<file path="src/rf_frame_pkg.sv">
// Purpose: shared constants for the frame timing and control block
// Assumes: 32-bit APB, byte registers in the low bits of each word
// Notes:   printed offsets are not multiples of four, so they are indices
package rf_frame_pkg;

  // register indices; byte address is four times the index
  localparam logic [7:0] IDX_GUARD_WAIT   = 8'h31;
  localparam logic [7:0] IDX_WAIT_LOW     = 8'h32;
  localparam logic [7:0] IDX_FRAME_FORMAT = 8'h33;
  localparam logic [7:0] IDX_SOF_DETECT   = 8'h34;
  localparam logic [7:0] IDX_RX_CONTROL   = 8'h35;
  localparam logic [7:0] IDX_ERROR        = 8'h0A;

  // reset values
  localparam logic [7:0] RST_GUARD_WAIT   = 8'hC0;
  localparam logic [7:0] RST_ZERO         = 8'h00;

  // guard_wait_control fields
  localparam int B_WAIT_ORIGIN = 7;
  localparam int B_WAIT_UNIT   = 6;
  localparam int B_WAIT_UP_HI  = 5;
  localparam int B_WAIT_UP_LO  = 3;
  localparam int B_STOP_HI     = 2;
  localparam int B_STOP_LO     = 0;

  // frame_format_control fields
  localparam int B_TX_PAR      = 7;
  localparam int B_RX_PAR      = 6;
  localparam logic [7:0] FRAME_FORMAT_WMASK = 8'hCF;

  // frame_start_detect_status fields
  localparam int B_SOF_EN      = 5;
  localparam int B_SOF_SEEN    = 4;
  localparam int B_SUBCARRIER_IRQ_ENABLE     = 2;
  localparam int B_SUBC_SEEN   = 1;
  localparam int B_SUBC_LIVE   = 0;

  // receive_control fields
  localparam int B_PARTIAL     = 7;
  localparam int B_CONTINUOUS  = 6;
  localparam int B_END_FORMAT  = 5;
  localparam int B_GUARD_CHECK = 4;
  localparam int B_DIST_SUP    = 3;

  // timing: one carrier-unit count is 16 carrier periods
  localparam int CARRIER_KHZ    = 13560;
  localparam int SYS_KHZ        = 100000;
  localparam int CARRIER_PER_TU = 16;
  localparam int TU_CYCLES      =
    (CARRIER_PER_TU * SYS_KHZ) / CARRIER_KHZ;
  localparam int WAIT_W         = 11;
  localparam int DIST_BYTES     = 3;

  // symbol selection and modes
  typedef enum logic [1:0] {
    SYM_NONE, SYM_ZERO, SYM_ONE, SYM_TWO
  } symbol_sel_e;
  typedef enum logic [1:0] {
    END_NONE, END_SYMBOL, END_TYPE_B
  } end_check_e;

endpackage

</file>
<file path="src/rate_divider.sv">
// Purpose: half-bit enable pulses for the selected bit stream rate
// Assumes: clk_sys at 100 MHz
// Notes:   rates are rounded down to whole cycles; 847 kBd is approximate
`timescale 1ns/1ps
module rate_divider
  import rf_frame_pkg::*;
(
  input  wire logic       clk_sys,
  input  wire logic       rst,
  input  wire logic [2:0] rate_code,
  output logic            half_bit_tick
);
  logic [15:0] cnt_r;
  logic [15:0] limit;

  // half bit period in system cycles, per rate code
  always_comb begin
    case (rate_code)
      3'h2:    limit = 16'(SYS_KHZ / 52);
      3'h3:    limit = 16'(SYS_KHZ / 104);
      3'h4:    limit = 16'(SYS_KHZ / 212);
      3'h5:    limit = 16'(SYS_KHZ / 424);
      3'h6:    limit = 16'(SYS_KHZ / 848);
      3'h7:    limit = 16'(SYS_KHZ / 1694);
      default: limit = 16'(SYS_KHZ / 212);
    endcase
  end

  // free running counter, pulse on wrap
  always_ff @(posedge clk_sys or posedge rst) begin
    if (rst) begin
      cnt_r         <= 16'h0000;
      half_bit_tick <= 1'b0;
    end else if (cnt_r + 16'h0001 >= limit) begin
      cnt_r         <= 16'h0000;
      half_bit_tick <= 1'b1;
    end else begin
      cnt_r         <= cnt_r + 16'h0001;
      half_bit_tick <= 1'b0;
    end
  end
endmodule // rate_divider

</file>
<file path="src/pin_sync.sv">
// Purpose: three-flop synchroniser for one external level
// Assumes: input is asynchronous to clk_sys
// Notes:   output changes only once stages two and three agree
`timescale 1ns/1ps
module pin_sync (
  input  wire logic clk_sys,
  input  wire logic rst,
  input  wire logic din,
  output logic      dout
);
  logic s1_r;
  logic s2_r;
  logic s3_r;

  // first stage is read only by the second
  always_ff @(posedge clk_sys or posedge rst) begin
    if (rst) begin
      s1_r <= 1'b0;
      s2_r <= 1'b0;
      s3_r <= 1'b0;
      dout <= 1'b0;
    end else begin
      s1_r <= din;
      s2_r <= s1_r;
      s3_r <= s2_r;
      if (s2_r == s3_r) begin
        dout <= s3_r;
      end
    end
  end
endmodule // pin_sync

</file>
<file path="src/rf_frame_timing_control.sv">
// Purpose: frame layer configuration, wait timing and detection status
// Assumes: APB slave, one clock, datapath around it supplies frame events
// Notes:   byte registers sit at four times their index
// Functional notes
// wait origin 0 times from end of transmit, 1 from end of receive
// wait unit 0 is 16 carrier periods, 1 is half a bit period
// wait is 11 bits; upper three from control bits 5 to 3
// hold off a new transmission until the wait has passed
// type B stop field: none, stop bit, stop bit plus 1 to 6 guards
// transmit parity enabled appends parity after every byte
// receive parity enabled checks parity, keeps it out of FIFO
// stop symbol field selects none or symbol 0, 1 or 2
// start symbol field selects none or symbol 0, 1 or 2
// frame start enable raises the start event on detection
// frame start seen flag sticks until software clears it
// subcarrier enable raises the same start event on detection
// subcarrier seen flag sticks until software clears it
// subcarrier live bit shows present detection unlatched
// partial byte option writes data even with incomplete last byte
// continuous reception keeps receiving after each frame
// continuous reception appends a copy of error register per frame
// end format 0 uses end symbol config, 1 uses type B end
// no end check when format 0 and end symbol bits 1:0 zero
// type B guard check flags protocol error when guard too long
// suppression drops first three bytes on error, FIFO reset
// receive rate codes 2 to 7 select 26 to 847 kBd
// writing 0 clears sticky flags; same-cycle detection wins
//
// The implementer's own choice: register access over APB.
`timescale 1ns/1ps
module rf_frame_timing_control
  import rf_frame_pkg::*;
#(
  parameter int WAIT_BITS = WAIT_W
) (
  input  wire logic        clk_sys,
  input  wire logic        rst,
  // apb slave
  input  wire logic        psel,
  input  wire logic        penable,
  input  wire logic        pwrite,
  input  wire logic [11:0] paddr,
  input  wire logic [31:0] pwdata,
  output logic [31:0]      prdata,
  output logic             pready,
  output logic             pslverr,
  // frame events from the datapath
  input  wire logic        tx_done,
  input  wire logic        rx_done,
  input  wire logic        tx_request,
  input  wire logic        sof_detect,
  input  wire logic        subc_pin,
  input  wire logic        rx_byte_err,
  input  wire logic        rx_byte_valid,
  input  wire logic        rx_frame_end,
  input  wire logic        rx_last_partial,
  input  wire logic        type_b_mode,
  input  wire logic        guard_too_long,
  input  wire logic [1:0]  end_symbol_config,
  input  wire logic [7:0]  error_reg,
  // controls toward the datapath
  output logic             tx_allowed,
  output logic [2:0]       stop_guard_length,
  output logic             tx_parity_generate,
  output logic             rx_parity_check,
  output logic [1:0]       stop_symbol_select,
  output logic [1:0]       start_symbol_select,
  output logic             rx_start_event,
  output logic             rx_keep_running,
  output logic             rx_write_partial,
  output logic             fifo_push_err,
  output logic [7:0]       fifo_err_data,
  output logic             fifo_reset,
  output logic             rx_irq_block,
  output logic             protocol_err,
  output logic [1:0]       end_check_mode,
  output logic [2:0]       bit_stream_rate
);
  initial begin
    if (WAIT_BITS != WAIT_W) $error("wait width must be eleven");
  end

  logic [7:0] guard_wait_r;
  logic [7:0] wait_low_r;
  logic [7:0] frame_fmt_r;
  logic [5:0] sof_ctl_r;  // bits 5 and 2 stored, rest unused
  logic       sof_seen_r;
  logic       subc_seen_r;
  logic [7:0] rx_ctl_r;
  logic       subcarrier_live;
  logic       half_bit_tick;
  logic [WAIT_BITS-1:0] inter_frame_wait;
  logic [WAIT_BITS-1:0] wait_cnt_r;
  logic [7:0] tu_cnt_r;
  logic       waiting_r;
  logic       unit_tick;
  logic [1:0] rx_bytes_r;
  logic       wr_en;
  logic       rd_en;
  logic [9:0] idx;
  logic       hit;
  logic       clear_sof;
  logic       clear_subc;

  assign pready  = 1'b1;
  assign idx     = paddr[11:2];
  assign wr_en   = psel && penable && pwrite;
  assign rd_en   = psel && !pwrite;
  assign hit     = (idx == 10'(IDX_GUARD_WAIT)) ||
                   (idx == 10'(IDX_WAIT_LOW)) ||
                   (idx == 10'(IDX_FRAME_FORMAT)) ||
                   (idx == 10'(IDX_SOF_DETECT)) ||
                   (idx == 10'(IDX_RX_CONTROL));
  assign pslverr = psel && penable && !hit;

  pin_sync u_subc_sync (
    .clk_sys (clk_sys),
    .rst     (rst),
    .din     (subc_pin),
    .dout    (subcarrier_live)
  );

  rate_divider u_rate (
    .clk_sys       (clk_sys),
    .rst           (rst),
    .rate_code     (rx_ctl_r[2:0]),
    .half_bit_tick (half_bit_tick)
  );

  // configuration register writes, one word per register
  always_ff @(posedge clk_sys or posedge rst) begin
    if (rst) begin
      guard_wait_r <= RST_GUARD_WAIT;
      wait_low_r   <= RST_ZERO;
      frame_fmt_r  <= RST_ZERO;
      sof_ctl_r    <= 6'h00;
      rx_ctl_r     <= RST_ZERO;
    end else if (wr_en) begin
      if (idx == 10'(IDX_GUARD_WAIT)) begin
        guard_wait_r <= pwdata[7:0];
      end else if (idx == 10'(IDX_WAIT_LOW)) begin
        wait_low_r <= pwdata[7:0];
      end else if (idx == 10'(IDX_FRAME_FORMAT)) begin
        frame_fmt_r <= pwdata[7:0] & FRAME_FORMAT_WMASK;  // reserved 0
      end else if (idx == 10'(IDX_SOF_DETECT)) begin
        sof_ctl_r[B_SOF_EN]  <= pwdata[B_SOF_EN];
        sof_ctl_r[B_SUBCARRIER_IRQ_ENABLE] <= pwdata[B_SUBCARRIER_IRQ_ENABLE];
      end else if (idx == 10'(IDX_RX_CONTROL)) begin
        rx_ctl_r <= pwdata[7:0];
      end
    end
  end

  // software clears a sticky flag by writing zero to its bit
  assign clear_sof  = wr_en && (idx == 10'(IDX_SOF_DETECT)) &&
                      !pwdata[B_SOF_SEEN];
  assign clear_subc = wr_en && (idx == 10'(IDX_SOF_DETECT)) &&
                      !pwdata[B_SUBC_SEEN];

  // sticky detection flags; a detection beats a clear in the same cycle
  always_ff @(posedge clk_sys or posedge rst) begin
    if (rst) begin
      sof_seen_r  <= 1'b0;
      subc_seen_r <= 1'b0;
    end else begin
      if (sof_detect) begin
        sof_seen_r <= 1'b1;                       // see R11
      end else if (clear_sof) begin
        sof_seen_r <= 1'b0;
      end
      if (subcarrier_live) begin
        subc_seen_r <= 1'b1;                      // see R13
      end else if (clear_subc) begin
        subc_seen_r <= 1'b0;
      end
    end
  end

  // read mux; data comes from a flop, loaded in the setup cycle
  always_ff @(posedge clk_sys or posedge rst) begin
    if (rst) begin
      prdata <= 32'h0000_0000;
    end else if (rd_en && !penable) begin
      if (idx == 10'(IDX_GUARD_WAIT)) begin
        prdata <= {24'h000000, guard_wait_r};
      end else if (idx == 10'(IDX_WAIT_LOW)) begin
        prdata <= {24'h000000, wait_low_r};
      end else if (idx == 10'(IDX_FRAME_FORMAT)) begin
        prdata <= {24'h000000, frame_fmt_r};
      end else if (idx == 10'(IDX_SOF_DETECT)) begin
        prdata <= {26'h0000000, sof_ctl_r[B_SOF_EN], sof_seen_r,
                   1'b0, sof_ctl_r[B_SUBCARRIER_IRQ_ENABLE], subc_seen_r,
                   subcarrier_live};
      end else if (idx == 10'(IDX_RX_CONTROL)) begin
        prdata <= {24'h000000, rx_ctl_r};
      end else begin
        prdata <= 32'h0000_0000;
      end
    end
  end

  // wait value and its unit tick
  assign inter_frame_wait = {guard_wait_r[B_WAIT_UP_HI:B_WAIT_UP_LO],
                             wait_low_r};
  assign unit_tick = guard_wait_r[B_WAIT_UNIT] ? half_bit_tick
                   : (tu_cnt_r == 8'(TU_CYCLES - 1));

  // carrier unit prescaler
  always_ff @(posedge clk_sys or posedge rst) begin
    if (rst) begin
      tu_cnt_r <= 8'h00;
    end else if (!waiting_r || tu_cnt_r == 8'(TU_CYCLES - 1)) begin
      tu_cnt_r <= 8'h00;
    end else begin
      tu_cnt_r <= tu_cnt_r + 8'h01;
    end
  end

  // inter-frame wait counter, started by the chosen end event
  always_ff @(posedge clk_sys or posedge rst) begin
    if (rst) begin
      waiting_r  <= 1'b0;
      wait_cnt_r <= '0;
    end else if (guard_wait_r[B_WAIT_ORIGIN] ? rx_done : tx_done) begin
      waiting_r  <= (inter_frame_wait != '0);
      wait_cnt_r <= inter_frame_wait;
    end else if (waiting_r && unit_tick) begin
      wait_cnt_r <= wait_cnt_r - 1'b1;
      if (wait_cnt_r == WAIT_BITS'(1)) begin
        waiting_r <= 1'b0;
      end
    end
  end

  assign tx_allowed = !waiting_r;

  // framing selections from configuration; stop guard length only in type B mode
  assign stop_guard_length   = type_b_mode ?
         guard_wait_r[B_STOP_HI:B_STOP_LO] : 3'h0;
  assign tx_parity_generate  = frame_fmt_r[B_TX_PAR];
  assign rx_parity_check     = frame_fmt_r[B_RX_PAR];
  assign stop_symbol_select  = frame_fmt_r[3:2];
  assign start_symbol_select = frame_fmt_r[1:0];
  assign bit_stream_rate     = rx_ctl_r[2:0];

  // start event: combined from both detection sources
  assign rx_start_event =
    (sof_ctl_r[B_SOF_EN] && sof_detect) ||
    (sof_ctl_r[B_SUBCARRIER_IRQ_ENABLE] && subcarrier_live);

  // receive options
  assign rx_keep_running  = rx_ctl_r[B_CONTINUOUS];
  assign rx_write_partial = rx_ctl_r[B_PARTIAL] && rx_last_partial;
  always_comb begin
    if (rx_ctl_r[B_END_FORMAT]) begin
      end_check_mode = END_TYPE_B;
    end else if (end_symbol_config == 2'b00) begin
      end_check_mode = END_NONE;
    end else begin
      end_check_mode = END_SYMBOL;
    end
  end

  // error byte appended at each frame end in continuous mode
  always_ff @(posedge clk_sys or posedge rst) begin
    if (rst) begin
      fifo_push_err <= 1'b0;
      fifo_err_data <= 8'h00;
    end else begin
      fifo_push_err <= rx_frame_end && rx_ctl_r[B_CONTINUOUS];
      fifo_err_data <= error_reg;
    end
  end

  // guard time check and disturbance suppression
  always_ff @(posedge clk_sys or posedge rst) begin
    if (rst) begin
      protocol_err <= 1'b0;
      rx_bytes_r   <= 2'h0;
      fifo_reset   <= 1'b0;
      rx_irq_block <= 1'b0;
    end else begin
      protocol_err <= type_b_mode && rx_ctl_r[B_GUARD_CHECK] &&
                      guard_too_long;
      fifo_reset   <= 1'b0;
      if (sof_detect || rx_frame_end) begin
        rx_bytes_r   <= 2'h0;
        rx_irq_block <= 1'b0;
      end else if (rx_ctl_r[B_DIST_SUP] && rx_byte_err &&
                   rx_bytes_r < 2'(DIST_BYTES)) begin
        fifo_reset   <= 1'b1;
        rx_irq_block <= 1'b1;
        rx_bytes_r   <= 2'h0;
      end else if (rx_byte_valid && rx_bytes_r < 2'(DIST_BYTES)) begin
        rx_bytes_r <= rx_bytes_r + 2'h1;
      end
    end
  end

  // checks
  wait_hold_a: assert property (@(posedge clk_sys) disable iff (rst)
    waiting_r |-> !tx_allowed)
    else $error("transmit allowed during wait");
  wait_start_a: assert property (@(posedge clk_sys) disable iff (rst)
    (!guard_wait_r[B_WAIT_ORIGIN] && tx_done && inter_frame_wait != '0)
      |=> waiting_r)
    else $error("wait not started at transmit end");
  wait_val_a: assert property (@(posedge clk_sys) disable iff (rst)
    inter_frame_wait[10:8] == guard_wait_r[5:3])
    else $error("wait upper bits misplaced");
  sof_sticky_a: assert property (@(posedge clk_sys) disable iff (rst)
    sof_detect |=> sof_seen_r)
    else $error("frame start flag not set");
  subc_sticky_a: assert property (@(posedge clk_sys) disable iff (rst)
    (subc_seen_r && !clear_subc) |=> subc_seen_r)
    else $error("subcarrier flag dropped");
  set_wins_a: assert property (@(posedge clk_sys) disable iff (rst)
    (clear_subc && subcarrier_live) |=> subc_seen_r)
    else $error("clear beat detection");
  start_evt_a: assert property (@(posedge clk_sys) disable iff (rst)
    (sof_ctl_r[B_SOF_EN] && sof_detect) |-> rx_start_event)
    else $error("start event missing");
  err_byte_a: assert property (@(posedge clk_sys) disable iff (rst)
    (rx_frame_end && rx_ctl_r[B_CONTINUOUS]) |=>
      (fifo_push_err && fifo_err_data == $past(error_reg)))
    else $error("error byte not appended");
  eof_skip_a: assert property (@(posedge clk_sys) disable iff (rst)
    (!rx_ctl_r[B_END_FORMAT] && end_symbol_config == 2'b00)
      |-> end_check_mode == END_NONE)
    else $error("end check not skipped");
  cov_wait_c: cover property (@(posedge clk_sys) disable iff (rst)
    waiting_r ##1 !waiting_r);
  cov_sof_c: cover property (@(posedge clk_sys) disable iff (rst)
    rx_start_event);
  cov_sup_c: cover property (@(posedge clk_sys) disable iff (rst)
    fifo_reset);
  // a request held off by a running wait; gating itself is downstream
  cov_hold_c: cover property (@(posedge clk_sys) disable iff (rst)
    tx_request && !tx_allowed);
endmodule // rf_frame_timing_control

</file>
<file path="config.mk">
export PLATFORM = sky130hd
export DESIGN_NAME = rf_frame_timing_control
export DESIGN_NICKNAME = d
export VERILOG_FILES = /design/src/rf_frame_pkg.sv /design/src/rate_divider.sv /design/src/pin_sync.sv /design/src/rf_frame_timing_control.sv
export SDC_FILE = /design/constraint.sdc
export NUM_CORES = 1
export LEC_CHECK = 0
export CAP_MARGIN = 20
export CORE_AREA = 2 2 105 107
export DETAILED_ROUTE_END_ITERATION = 16
export DIE_AREA = 0 0 107 109
export DONT_BUFFER_PORTS = 1
export SLEW_MARGIN = 0
export SYNTH_ARGS = -nofsm -noshare
export SYNTH_HDL_FRONTEND = slang
export SYNTH_SLANG_ARGS = --single-unit
</file>
<file path="constraint.sdc">
create_clock -name clk_sys -period 4.3 [get_ports clk_sys]
set_input_delay 0.43 -clock clk_sys [delete_from_list [all_inputs] [get_ports clk_sys]]
set_output_delay 0.43 -clock clk_sys [all_outputs]
set_load 0.03 [all_outputs]
</file>
==> out/qor.yml <==
skew_ns: 0.00994
max-slew-margin-rel_pct: 30.0
syn_to_final_growth_pct: 4.81
clock_path_buffers: 2
crit-reg2reg-capture: "u_rate.half_bit_tick"
ys_warn_count: 0
synthArstFlopShare_pct: 100
period_share_pct: 75.3
gr-total-overflow: 0
vias: 3432
hpwlAfterDp_um: 7690
vias_per_cell: 5.55
worstMarginPinSlew_ns: 1.04
drt-pass1-iter-count: 4
die_area_um2: 11700
synth_seq_cells: 97
cts-root-buf: "clkbuf_8"
holdCritPathClass: "in2async"
synth_area_um2: 5020
peakVddDrop_mv: 0.173
p_per_area_nw_per_um2: 327
worstSetupEndpointType: "flip-flop"
rrSetupSlack_ns: 1.06
num_antenna_cells: 0
path_cells: "nand4_1 > nor2_1 > and3_1 > xor2_1 > ha_1 > a21o_1 > a211oi_1 > mux2i_1 > nand4b_1 > or2_2"
die_h_um: 109
finalHoldViolCount: 0
yosysSeqAreaShare_pct: 48.4
io_buffers: 0
gp_congestion: 0.828
cellLeakagePower_nw: 2.41
drc_errors: 0
cap_violations: 0
synth_cell_types: 55
ant_nets: 0
fmax_mhz: 309
cts_tree: "yes"
crit_buf_inv: 0
cts-buffers-inserted: 9
drive_above_1_share_pct: 13.6
path_class: "reg2reg"
wl_per_cell_um: 16.8
syn-instance-count: 475
ios: 134
core_um2: 10600
floorplan.initialDensity_pct: 47.3
grtUsageTotal_pct: 18.8
rows: 38
drt_iter0_drc: 126
rsz0062_at_grt: "false"
die_width_um: 107
synth.top_cells.by_area: "dfrtp_1, mux2_2, buf_4, ha_1, nor2_1"
h-tree-depth: 3
finalSetupViolCount: 0
layout_commonest_cell: "dfrtp_1"
clock_latency_ns: 0.36
clock-sinks: 97
grt_first_pass_wirelength_um: 17000
status: "complete, no violations"
antenna_found_initial: 0
drt-total-wl_um: 10400
hold_buffers: 0
crit_fanout: 12
yosysTopAreaCell: "dfrtp_1"
clkTransAtPathRegs_ns: 0.08
postCtsSetupBuffers: 0
cp_data_arrival_time_ns: 3.48
critPathMaxStageDelay_ns: 0.54
post_cts_resized: 0
reg2reg_from: "u_rate.cnt_r[2]"
synth_top_area_share_pct: 47.4
synthFlopType: "dfrtp_1"
reg2reg_depth: 10
syn_area_per_cell_um2: 10.6
cp_data_required_time_ns: 4.54
grt_pass1_vias: 3413
fillers: 967
hold_ws_ns: 0.0431
fin_tns_setup_ns: 0
synth_edf_count: 0
cpLargestDelayFamily: "simple AND/OR/NAND/NOR gates"
final_cell_mix: "dfrtp_1, nor2_1, conb_1"
drv_slew: 0
min_period_ns: 3.24
grt_start_max_net_pins: 57
final_net_count: 560
start_kind: "flip-flop"
slowest_stage: "nand4b_1"
## per-stage QoR
| step | util [%] | setup slack, ns | cell area (um2) | total power [mW] | std cells |
|---|---|---|---|---|---|
| 4_1_cts | 49.5 | 1.07 | 5250 | 1.74 | 617 |
| 3_3_place_gp | 47.5 | 1.16 | 5040 | 1.11 | 603 |
| 5_1_grt | 49.6 | 0.762 | 5260 | 1.80 | 618 |
| 2_1_floorplan | - | 1.34 | 5120 | 1.11 | 503 |
| 6_report | 49.6 | 1.06 | 5260 | 1.72 | 618 |
| 3_5_place_dp | 47.5 | 1.10 | 5040 | 1.11 | 603 |
## area by class of cell
| type | instances | area [um2] | share of cell area [%] |
|---|---|---|---|
| tap | 140 | 175 | 3.33 |
| multi-input combinational | 348 | 2350 | 44.8 |
| clock buffer | 9 | 124 | 2.36 |
| timing repair buffer | 4 | 33.8 | 0.643 |
| sequential | 97 | 2430 | 46.2 |
| clock inverter | 5 | 82.6 | 1.57 |
| inverter | 15 | 58.8 | 1.12 |
## worst max path at each step
stage                         start              endpoint  slack, ns  depth (start not counted)
floorplan                       rst      fifo_err_data[0]       1.34                          1
global placement    u_rate.cnt_r[2]  u_rate.half_bit_tick       1.16                         10
detailed placement  u_rate.cnt_r[2]  u_rate.half_bit_tick       1.10                         10
CTS                 u_rate.cnt_r[2]  u_rate.half_bit_tick       1.07                         10
global route        u_rate.cnt_r[2]  u_rate.half_bit_tick       0.76                         10
finish              u_rate.cnt_r[2]  u_rate.half_bit_tick       1.06                         10
## cells by family (layout without fill, tap and decap cells)
kind of cell               Yosys count  after routing  share of synthesized area [%]
adders and majority gates           16             16                           3.94
DFF                                 97             97                           48.4
and+or+nand+nor                    175            175                           18.8
muxes                               42             42                           9.78
buffers and inverters               58             33                           6.81
AOI/OAI and AO/OA                   58             58                           7.41
xor gates and xnor gates            27             27                           4.71
other                                2             30                          0.150
## sequential cells by signal, indices dropped and copies added, names as in the netlist, 2 cells and up
signal / flops
fifo_err_data: 8
wait_cnt_r: 11
guard_wait_r: 8
tu_cnt_r: 8
frame_fmt_r: 6
rx_ctl_r: 8
sof_ctl_r: 2
wait_low_r: 8
prdata: 8
u_rate.cnt_r: 16
rx_bytes_r: 2
## cell usage after synthesis (11+ instances only)
cell	instances
nor3_1	14
buf_4	29
a21oi_1	21
nand4_1	13
dfrtp_1	95
mux2_2	24
nor3b_1	11
nand3_1	13
xnor2_1	12
nor2_1	48
inv_1	15
xor2_1	15
nand2_1	23
ha_1	15
## layer usage
metal | share of wire (%) | track usage (%) | routed length, um | vias up
li1 | - | - | - | 1628
met1 | 46 | 24.9 | 4810 | 1688
met2 | 46 | 29.6 | 4820 | 104
met3 | 5.8 | 4.66 | 599 | 12
met4 | 1.6 | 7.70 | 163 | 0
met5 | 0 | 0 | 0 | -
## where the power goes
part	switching (mW)	internal (mW)
clock	0.305	0.322
sequential	0.0405	0.936
combinational	0.0829	0.0324
Note: power is estimated with default switching activity, not from simulation.
